**config.mk**
```make
export PLATFORM = sky130hd
export DESIGN_NAME = fpg_guard
export DESIGN_NICKNAME = d
export VERILOG_FILES = /design/src/fpg_pkg.sv /design/src/fpg_ser_if.sv /design/src/fpg_serial.sv /design/src/fpg_guard.sv
export SDC_FILE = /design/constraint.sdc
export NUM_CORES = 1
export LEC_CHECK = 0
export ABC_CLOCK_PERIOD_IN_PS = 1650
export BUFFER_PORTS_ARGS = -buffer_cell sky130_fd_sc_hd__buf_2
export CAP_MARGIN = 5
export CORE_MARGIN = 1
export CORE_UTILIZATION = 47
export DETAILED_ROUTE_END_ITERATION = 12
export GPL_TIMING_DRIVEN = 0
export PLACE_DENSITY_LB_ADDON = 0.05
export SYNTH_ARGS = -nofsm -noshare
export SYNTH_HDL_FRONTEND = slang
export SYNTH_SLANG_ARGS = --single-unit
```
**constraint.sdc**
```tcl
create_clock -name clk -period 1.65 [get_ports clk]
set_input_delay 0.33 -clock clk [delete_from_list [all_inputs] [get_ports clk]]
set_output_delay 0.33 -clock clk [all_outputs]
set_load 0.01 [all_outputs]
```
**src/fpg_pkg.sv**
```systemverilog
// Constants shared by the flash program guard and its serial link.
package fpg_pkg;
   // Protection identifier held in flash.
   localparam int          ID_BYTES       = 16;
   localparam logic [31:0] ID_ADDR_FIRST  = 32'h0000_0084;
   localparam logic [31:0] ID_ADDR_LAST   = 32'h0000_0093;
   localparam logic [7:0]  ID_BLANK_BYTE  = 8'hFF;
   // Flash status register layout and reset value.
   localparam logic [7:0]  STAT_RESET     = 8'h80;
   localparam int          STAT_READY     = 7;
   localparam int          STAT_ERASE_ERR = 5;
   localparam int          STAT_PROG_ERR  = 4;
   // Flash mode register layout.
   localparam logic [7:0]  MODE_RESET     = 8'h00;
   localparam int          MODE_GUARD     = 0;
   localparam int          MODE_ENTRY     = 1;
   // Serial link framing, strap settling, operation length and guard states.
   localparam int          SER_BITS       = 8;
   localparam logic [1:0]  STRAP_WAIT     = 2'h3;
   localparam int          PE_CYCLES_DEF  = 64;
   typedef enum logic [1:0] {
      FPG_IDLE = 2'b01,
      FPG_BUSY = 2'b10
   } fpg_state_t;
endpackage : fpg_pkg

```
**src/fpg_ser_if.sv**
```systemverilog
// Byte-level connection between the guard core and its serial link.
`timescale 1ns/1ps
interface fpg_ser_if;
   logic [7:0] rx_data;
   logic       rx_valid;
   logic [7:0] tx_data;
   logic       tx_load;
   modport link (output rx_data, output rx_valid,
                 input tx_data, input tx_load);
   modport core (input rx_data, input rx_valid,
                 output tx_data, output tx_load);
endinterface : fpg_ser_if

```
**src/fpg_serial.sv**
```systemverilog
// Clock-synchronous serial shifter sampled on the system clock.
`timescale 1ns/1ps
module fpg_serial
   import fpg_pkg::*;
(
   // System.
   input  wire logic clk,
   input  wire logic srst,
   // Link pins.
   input  wire logic sclk_in,
   input  wire logic rx_in,
   output logic      tx_out,
   // Byte side.
   fpg_ser_if.link   ser
);
   logic [2:0] sclk_sync_q;
   logic [1:0] rx_sync_q;
   logic [7:0] rx_sh_q;
   logic [7:0] tx_sh_q;
   logic [2:0] cnt_q;
   logic       rise;
   logic       fall;

   // Only the second and third stages feed the edge detector.
   assign rise = sclk_sync_q[1] & ~sclk_sync_q[2];
   assign fall = ~sclk_sync_q[1] & sclk_sync_q[2];

   always_ff @(posedge clk) begin
      if (srst) begin
         sclk_sync_q <= 3'h7;
         rx_sync_q   <= 2'h3;
      end else begin
         sclk_sync_q <= {sclk_sync_q[1:0], sclk_in};
         rx_sync_q   <= {rx_sync_q[0], rx_in};
      end
   end

   // Receive data is taken on the rising transfer clock edge.
   always_ff @(posedge clk) begin
      if (srst) begin
         rx_sh_q      <= 8'h00;
         cnt_q        <= 3'h0;
         ser.rx_valid <= 1'b0;
         ser.rx_data  <= 8'h00;
      end else begin
         ser.rx_valid <= 1'b0;
         if (rise) begin
            rx_sh_q <= {rx_sync_q[1], rx_sh_q[7:1]};
            cnt_q   <= cnt_q + 3'h1;
            if (cnt_q == 3'(SER_BITS - 1)) begin
               ser.rx_valid <= 1'b1;
               ser.rx_data  <= {rx_sync_q[1], rx_sh_q[7:1]};
            end
         end
      end
   end

   // Transmit data changes on the falling edge, ahead of the next rise.
   always_ff @(posedge clk) begin
      if (srst) begin
         tx_sh_q <= 8'hFF;
         tx_out  <= 1'b1;
      end else if (ser.tx_load) begin
         tx_sh_q <= ser.tx_data;
      end else if (fall) begin
         tx_out  <= tx_sh_q[0];
         tx_sh_q <= {1'b1, tx_sh_q[7:1]};
      end
   end
endmodule : fpg_serial

```
**src/fpg_guard.sv**
```systemverilog
// Flash program and erase guard with serial programmer link.
// Behaviour
// - Program or erase refused unless the tool identifier equals the stored one.
// - The stored identifier is the sixteen bytes from 0x84 to 0x93.
// - Write-guard pin low blocks every program and erase in hardware, except under JTAG programming.
// - Mode register shows the current write-guard pin level.
// - Program/erase mode needs the mode-entry bit set.
// - Entry bit sets only after writes of 0 then 1, guard pin high.
// - A block whose lock bit is 0 refuses program and erase.
// - Error clear returns status to 0x80; used only while ready.
// - Under JTAG programming the guard pin level is ignored.
// - Boot link is clocked serial; device returns data and transfer enable.
`timescale 1ns/1ps
module fpg_guard
   import fpg_pkg::*;
#(
   parameter int NUM_BLOCKS = 8,
   parameter int BLK_W      = 3,
   parameter int PE_CYCLES  = PE_CYCLES_DEF
) (
   // System.
   input  wire logic                  clk,
   input  wire logic                  srst,
   // Pins.
   input  wire logic                  flash_write_guard_pin,
   input  wire logic                  op_select_pin_a,
   input  wire logic                  op_select_pin_b,
   input  wire logic                  op_select_pin_c,
   input  wire logic                  system_break_irq_n,
   input  wire logic                  serial_xfer_clock_in,
   input  wire logic                  serial_rx_in,
   output logic                       serial_tx_out,
   output logic                       xfer_enable_out,
   // Identifier check.
   input  wire logic [ID_BYTES*8-1:0] stored_id,
   input  wire logic [ID_BYTES*8-1:0] tool_id_in,
   input  wire logic                  tool_id_load,
   input  wire logic                  jtag_program_mode,
   // Control writes.
   input  wire logic                  ctl_one_wr,
   input  wire logic                  ctl_one_entry_wdata,
   input  wire logic                  error_status_clear_bit,
   // Program and erase requests.
   input  wire logic                  pe_req,
   input  wire logic                  pe_erase,
   input  wire logic [BLK_W-1:0]      pe_block,
   input  wire logic [NUM_BLOCKS-1:0] block_lock_bits,
   output logic                       pe_grant,
   output logic                       pe_reject,
   // Status.
   output logic [7:0]                 flash_mode_reg,
   output logic [7:0]                 flash_status_reg,
   output logic                       program_mode_entry_bit,
   output logic                       guard_pin_level_bit,
   output logic                       flash_ready_flag,
   output logic                       boot_mode,
   output logic                       id_match
);
   fpg_ser_if ser ();

   logic [1:0]              guard_sync_q;
   logic [2:0]              mode_sync_q [2];
   logic [1:0]              strap_cnt_q;
   logic                    armed_q;
   logic [ID_BYTES*8-1:0]   tool_id_q;
   logic [$clog2(PE_CYCLES+1)-1:0] busy_cnt_q;
   fpg_state_t              state_q;
   logic                    guard_ok;
   logic                    allowed;
   logic                    unused_brk;

   fpg_serial u_serial (
      .clk     (clk),
      .srst    (srst),
      .sclk_in (serial_xfer_clock_in),
      .rx_in   (serial_rx_in),
      .tx_out  (serial_tx_out),
      .ser     (ser.link)
   );

   // The break input is strapped by the board and plays no part here.
   assign unused_brk = system_break_irq_n;

   always_ff @(posedge clk) begin
      if (srst) begin
         guard_sync_q   <= 2'h0;
         mode_sync_q[0] <= 3'h0;
         mode_sync_q[1] <= 3'h0;
      end else begin
         guard_sync_q   <= {guard_sync_q[0], flash_write_guard_pin};
         mode_sync_q[0] <= {op_select_pin_c, op_select_pin_b,
                            op_select_pin_a};
         mode_sync_q[1] <= mode_sync_q[0];
      end
   end

   // Mode pins are caught once, after the synchronisers have filled.
   always_ff @(posedge clk) begin
      if (srst) begin
         strap_cnt_q <= 2'h0;
         boot_mode   <= 1'b0;
      end else if (strap_cnt_q != STRAP_WAIT) begin
         strap_cnt_q <= strap_cnt_q + 2'h1;
         if (strap_cnt_q == STRAP_WAIT - 2'h1) begin
            boot_mode <= (mode_sync_q[1] == 3'b001);
         end
      end
   end

   assign guard_pin_level_bit = guard_sync_q[1];
   assign guard_ok = guard_sync_q[1] | jtag_program_mode;

   // A zero write arms; only the very next write of one sets the bit.
   always_ff @(posedge clk) begin
      if (srst) begin
         armed_q                <= 1'b0;
         program_mode_entry_bit <= 1'b0;
      end else if (ctl_one_wr) begin
         armed_q <= ~ctl_one_entry_wdata & guard_ok;
         if (!ctl_one_entry_wdata) begin
            program_mode_entry_bit <= 1'b0;
         end else if (armed_q && guard_ok) begin
            program_mode_entry_bit <= 1'b1;
         end
      end
   end

   // Tool identifier arrives in parallel, or byte by byte in boot mode.
   always_ff @(posedge clk) begin
      if (srst) begin
         tool_id_q <= '0;
      end else if (tool_id_load) begin
         tool_id_q <= tool_id_in;
      end else if (boot_mode && ser.rx_valid) begin
         tool_id_q <= {ser.rx_data, tool_id_q[ID_BYTES*8-1:8]};
      end
   end

   // A blank 0xFF identifier still needs a matching tool identifier.
   always_ff @(posedge clk) begin
      if (srst) begin
         id_match <= 1'b0;
      end else begin
         id_match <= (tool_id_q == stored_id);
      end
   end

   assign flash_ready_flag = (state_q == FPG_IDLE);
   assign allowed = program_mode_entry_bit & guard_ok & id_match
                  & block_lock_bits[pe_block] & flash_ready_flag;

   always_ff @(posedge clk) begin
      if (srst) begin
         state_q    <= FPG_IDLE;
         busy_cnt_q <= '0;
         pe_grant   <= 1'b0;
      end else begin
         pe_grant <= 1'b0;
         unique case (state_q)
            FPG_IDLE: begin
               if (pe_req && allowed) begin
                  state_q    <= FPG_BUSY;
                  busy_cnt_q <= ($clog2(PE_CYCLES+1))'(PE_CYCLES - 1);
                  pe_grant   <= 1'b1;
               end
            end
            FPG_BUSY: begin
               if (busy_cnt_q == '0) begin
                  state_q <= FPG_IDLE;
               end else begin
                  busy_cnt_q <= busy_cnt_q - 1'b1;
               end
            end
         endcase
      end
   end

   // A refusal in the clear cycle still sets its error bit.
   always_ff @(posedge clk) begin
      if (srst) begin
         flash_status_reg <= STAT_RESET;
         pe_reject        <= 1'b0;
      end else begin
         pe_reject <= pe_req & ~allowed;
         flash_status_reg[STAT_READY] <= flash_ready_flag;
         if (error_status_clear_bit) begin
            flash_status_reg[6:0] <= STAT_RESET[6:0];
         end
         if (pe_req && !allowed) begin
            flash_status_reg[STAT_ERASE_ERR] <= pe_erase;
            flash_status_reg[STAT_PROG_ERR]  <= ~pe_erase;
         end
      end
   end

   always_ff @(posedge clk) begin
      if (srst) begin
         flash_mode_reg <= MODE_RESET;
      end else begin
         flash_mode_reg             <= MODE_RESET;
         flash_mode_reg[MODE_GUARD] <= guard_sync_q[1];
         flash_mode_reg[MODE_ENTRY] <= program_mode_entry_bit;
      end
   end

   // Each answer byte after the first (0xFF) carries the status; enable low means ready.
   always_ff @(posedge clk) begin
      if (srst) begin
         ser.tx_load     <= 1'b0;
         ser.tx_data     <= 8'hFF;
         xfer_enable_out <= 1'b1;
      end else begin
         ser.tx_load     <= boot_mode & ser.rx_valid;
         ser.tx_data     <= flash_status_reg;
         xfer_enable_out <= ~(boot_mode & flash_ready_flag);
      end
   end

   // Counts the busy cycles of one operation, so that its length can be
   // checked without a long repetition in the property.
   logic [$clog2(PE_CYCLES+1)-1:0] busy_len_q;

   always_ff @(posedge clk) begin
      if (srst || flash_ready_flag) begin
         busy_len_q <= '0;
      end else begin
         busy_len_q <= busy_len_q + 1'b1;
      end
   end
endmodule : fpg_guard

```
Word level (Yosys, flattened, before mapping)
Memory sizes are Yosys's and may differ from the RTL's.
Cells that the tools add are included.
W data, S select, Z words.
{"block": "totals", "register_bits": 202, "ramBits": 6, "n_memories": 1, "output_inout_bits": 25, "wordCells": 104}
{"memory": "mode_sync_q", "words": 2, "word_bits": 3, "rd": 2, "rd_ports_with_merged_regs": 0, "wr": 2, "line": "fpg_guard.sv:62", "rtl": "logic [2:0] mode_sync_q [2];"}
{"block": "classes", "reduce_logical": 17, "n_eq_ne": 11, "n_lt_le_gt_ge": 1, "n_bitwise": 22, "n_addsub": 3, "n_mux": 23}
{"cell": "$mux W128", "count": 2}
{"cell": "$eq A128 B128 Y1", "count": 1}
{"cell": "$mux W8", "count": 2}
{"cell": "$mux W7", "count": 2}
{"cell": "$pmux W7 S2", "count": 1}
{"cell": "$reduce_and A2 Y1", "count": 6}
{"cell": "$and A1 B1 Y1", "count": 10}
{"cell": "$not A1 Y1", "count": 9}
{"cell": "$mux W1", "count": 8}
{"cell": "$logic_not A7 Y1", "count": 1}
{"cell": "$sub A7 B1 Y7 const B", "count": 1}
{"cell": "$mux W2", "count": 3}
{"cell": "$mux W3", "count": 2}
{"cell": "$mux W6", "count": 1}
{"cell": "$ne A2 B2 Y1 const B", "count": 3}
{"cell": "$reduce_bool A2 Y1", "count": 3}
{"cell": "$eq A2 B2 Y1 const B", "count": 2}
{"cell": "$logic_and A1 B1 Y1", "count": 4}
{"cell": "$lt A3 B4 Y1 const B", "count": 1}
{"cell": "$ne A2 B1 Y1 const B", "count": 2}
{"cell": "$pmux W2 S2", "count": 1}
{"cell": "$reduce_or A2 Y1", "count": 2}
{"cell": "$add A3 B1 Y3 const B", "count": 1}
{"cell": "$bmux W1 S3", "count": 1}
{"cell": "6 further kinds", "count": 8}

Logic depth before layout (Yosys ltp)
{"block": "logic_depth", "ltp_word": 8, "depth_mapped": 8, "mapped_depth_nobuf": 7}

Modules after synthesis
A second synthesis with hierarchy kept.
{"block": "hier_totals", "hier_cells": 1388, "area_unflattened_um2": 10122.2}
{"mod": "fpg_guard", "seq_area_each_um2": 3283.1, "area_per_inst_um2": 8847.2, "cells_each": 1245, "n_inst": 1}
{"mod": "fpg_serial", "seq_area_each_um2": 660.6, "area_per_inst_um2": 1275.0, "cells_each": 143, "n_inst": 1}

Least setup slack after synthesis
OpenSTA, ideal clock, no wires.
{"block": "synth_timing", "kind": "input to register", "start": "input pe_block[1]", "end": "register flash_status_reg[5]", "stages": 7, "arrival_ns": 1.642, "path_slack_ns": -0.059, "required_ns": 1.583, "path_cell_list": "buf_6 -> mux2i_1 -> a211oi_1 -> nand4_1 -> o21a_1 -> or3b_1 -> a21oi_2"}
{"block": "synth_via", "elab_chain_len": 7}
{"item": "from (decl)", "line": "fpg_guard.sv:46", "rtl": "input wire logic [BLK_W-1:0] pe_block,"}
{"item": "$bmux W1 S3 (*)", "line": "fpg_guard.sv:150", "rtl": "& block_lock_bits[pe_block] & flash_ready_flag;"}
{"item": "$mux W1 (not written as such) (*)", "line": "fpg_guard.sv:150"}
{"item": "$and A1 B1 Y1 (*) (2 in a row)", "line": "fpg_guard.sv:150"}
{"item": "$logic_not A1 Y1 (*)", "line": "fpg_guard.sv:189", "rtl": "if (pe_req && !allowed) begin"}
{"item": "$logic_and A1 B1 Y1 (*)", "line": "fpg_guard.sv:189"}
{"item": "$mux W2 or $reduce_bool A2 Y1 (tied branches)"}
{"item": "to (signal assigned)", "line": "fpg_guard.sv:187", "rtl": "flash_status_reg[6:0] <= STAT_RESET[6:0];"}
{"item": "to (signal, indexed assignment)", "line": "fpg_guard.sv:190", "rtl": "flash_status_reg[STAT_ERASE_ERR] <= pe_erase;"}
{"item": "to (signal, indexed assignment)", "line": "fpg_guard.sv:191", "rtl": "flash_status_reg[STAT_PROG_ERR] <= ~pe_erase;"}
{"item": "to (decl)", "line": "fpg_guard.sv:52", "rtl": "output logic [7:0] flash_status_reg,"}
Mark *: on every way between the ends. The rest lies on a longest branch, timed or not. The select of a mux whose other input is x is not followed.
A chain may end at the register's enable or synchronous reset.

Final worst setup path
{"block": "layout_timing", "start": "register tool_id_q[44]", "end": "register id_match"}
{"block": "layout_via", "elab_chain_len": 1}
{"item": "from (decl)", "line": "fpg_guard.sv:65", "rtl": "logic [ID_BYTES*8-1:0] tool_id_q;"}
{"item": "from (signal assigned)", "line": "fpg_guard.sv:133", "rtl": "tool_id_q <= tool_id_in;"}
{"item": "from (signal assigned)", "line": "fpg_guard.sv:135", "rtl": "tool_id_q <= {ser.rx_data, tool_id_q[ID_BYTES*8-1:8]};"}
{"item": "$eq A128 B128 Y1", "line": "fpg_guard.sv:144", "rtl": "id_match <= (tool_id_q == stored_id);"}
{"item": "to (signal assigned)", "line": "fpg_guard.sv:144"}
{"item": "to (decl)", "line": "fpg_guard.sv:57", "rtl": "output logic id_match"}
Every way passes these cells.

==> flow_metrics.tcl <==
set metrics [dict create \
    status "finished, violations left" \
    violations "setup timing" \
    clk_latency_ps 460 \
    synth_warnings 0 \
    htree_num_levels 4 \
    crit_fanout 4 \
    fmax_ghz 0.573 \
    grt_pass1_wl_um 61100 \
    irDropWorstVdd_mv 0.660 \
    drv_slew 0 \
    gp_congestion 1.01 \
    post-route-min-period_ps 1750 \
    power_density_mw_per_mm2 886 \
    num_vias 11600 \
    fp.dieW_um 148 \
    antenna_found_initial 10 \
    ys.flop_type "dfxtp_1" \
    worstMarginPinSlew_ps 866 \
    synthCells 1381 \
    largest_reg_flops 128 \
    hpwl_um 31900 \
    cts-root-buf "clkbuf_16" \
    via_per_inst 5.75 \
    fin_skew_ps 9.91 \
    dp_cells 1959 \
    register_area_sq_mm 0.00398 \
    cp.required_ps 2040 \
    ant_nets 0 \
    cts.sinks 197 \
    synth_edf_count 0 \
    numCtsBuffers 17 \
    slew_headroom 0.422 \
    grt_pass1_vias 10700 \
    drv_cap 0 \
    post-synth-top-count-cell "a21oi_1" \
    wl_um 41100 \
    syn_avg_cell_area_sq_um 7.26 \
    multi_input_area_sq_mm 0.00566 \
    finalWorstSetupSlack_ps -96.2 \
    core_area_sq_mm 0.0210 \
    net-switching-power_mw 3.53 \
    end_kind "register" \
    finalHoldViolCount 0 \
    largest-register "tool_id_q" \
    grt_usage 0.373 \
    final_area_sq_mm 0.0130 \
    comb_power_share 0.148 \
    drtIter0Drc 1200 \
    clk_pin_slew_ps 90 \
    die_h_um 148 \
    io_buffer_count 293 \
    grt-ovfl-total 0 \
    yosysTopAreaCell "dfxtp_1" \
    num-nets-final 2000 \
    p_leak_nw 5.37 \
    initial_core_util 0.478 \
    syn2layout_area_growth_pct 29.3 \
    path_class "register to register" \
    fin_total_pwr_mw 11.5 \
    die_area_sq_mm 0.0219 \
    min_period_over_period 1.06 \
    largestRegisters "tool_id_q: 128 flops, u_serial.ser.rx_data: 8 flops, u_serial.tx_sh_q: 8 flops" \
    wl_per_cell_um 20.5 \
    power_frac_seq 0.456 \
    drc 0 \
    switching_share 0.308 \
    io_pins 308 \
    hold_class "primary input to register" \
    synth-async-reset-ratio 0 \
    postPlaceCellArea_sq_mm 0.0119 \
    grt_max_degree 23 \
    ys_ff_latch 197 \
    nFillCells 2040 \
    synth_commonest_cells "281 x a21oi_1, 197 x dfxtp_1, 166 x nand2_1" \
    final_cells 2009 \
    clock_path_buffers 2 \
    cts_tree "done" \
    setup_viol 1 \
    synthTopCellsByArea "dfxtp_1 39%, a21oi_1 14%, nand3_1 6.9%, nand2_1 6.2%, nor2_1 5.7%" \
    clkPwrFrac 0.395 \
    p_int_mw 7.95 \
    netlist-cell-type-count 49 \
    dr.pass1.iters 5 \
    cp-start-kind "register" \
    synthesis.area_sq_mm 0.0100 \
    synth_top_area_frac 0.394 \
    rows 53 \
    rsz0062_at_grt "true" \
    synth_seq_area_share 0.394 \
    drive_gt1_frac 0.263 \
    finish.utilization 0.618 \
    arrival_ps 2140 \
]
-- critical path, cell delays in order (launching register included) --
cell and delay (ps):
dfxtp_1 370, nand2b_1 100, o2111ai_1 170, a2111oi_4 270
nand4_1 150, nor4_2 320, and4_4 290
-- final timing paths --
path                                           endpoint  slack (ps)                     from  cells after the start
worst max-delay path                           id_match        -100            tool_id_q[44]                      6
worst max register to register                 id_match        -100            tool_id_q[44]                      6
worst min register to register  u_serial.sclk_sync_q[1]         430  u_serial.sclk_sync_q[0]                      1
worst min-delay path              u_serial.rx_sync_q[0]          50             serial_rx_in                      2
-- power by group through the flow --
stage          Clock, mW  Sequential, mW  Combinational [mW]
2_1_floorplan          0            5.22               0.847
4_1_cts             4.54            5.22                1.65
5_1_grt             4.71            5.25                1.83
3_3_place_gp           0            5.32                1.57
6_report            4.54            5.24                1.70
3_5_place_dp           0            5.32                1.58
-- through the flow --
stage,TNS (ps),hold WS [ps],worst slack [ps]
after floorplan,-32.8,358,-32.8
after global placement,-70250,401,-710
after detailed placement,-71310,407,-683
after CTS,-37.1,40.3,-37.1
after global routing,-323,61.7,-134
final,-96.2,45.2,-96.2
-- cells in the final DEF, fill, tap and decap left out, types with 16 or more instances in the layout --
cell         n
nor2b_1     20
inv_1       60
nand3_1    139
nor2_1     152
dfxtp_1    178
o22ai_1     19
clkbuf_1    52
xor2_1      38
clkbuf_16   17
nand2_1    163
nand4_1     17
xnor2_1     27
buf_4       19
clkbuf_2    33
nand2b_1    16
a21oi_1    279
buf_2      300
-- timing repair --
item,CTS,global route
gates resized for setup,87,40
endpoints found under the setup margin,139,135
hold buffers,1,0
buffers inserted,6,3
pin swaps,19,12
endpoints found under the hold margin,1,0
-- final cells by class --
class / count / share of cell area
clock buffers: 17 / 0.0328
multi-input cells: 1020 / 0.437
plain buffers: 110 / 0.0407
flip-flops and latches: 197 / 0.307
diodes: 10 / 0.00193
repair buffers: 303 / 0.119
clock inverters: 15 / 0.0167
inverters: 62 / 0.0180
well taps: 275 / 0.0266
-- metal layers --
layer / share of wire / wire, um / GRT usage
met5: 0 / 0 / 0
met4: 0.040 / 1650 / 0.178
met3: 0.11 / 4530 / 0.0790
met2: 0.43 / 17700 / 0.553
met1: 0.42 / 17200 / 0.513
-- kinds of logic after synthesis --
logic type | Yosys count | share of synthesized area
multiplexers | 6 | 0.00599
XOR/XNOR | 74 | 0.0647
adder cells (fa/ha/maj) | 6 | 0.00749
flip-flops | 197 | 0.394
AND/OR/NAND/NOR | 558 | 0.254
AO/OA/AOI/OAI | 365 | 0.204
other | 1 | 0.000374
buffers and inverters | 174 | 0.0700
Power figures use the tool's default switching activity.
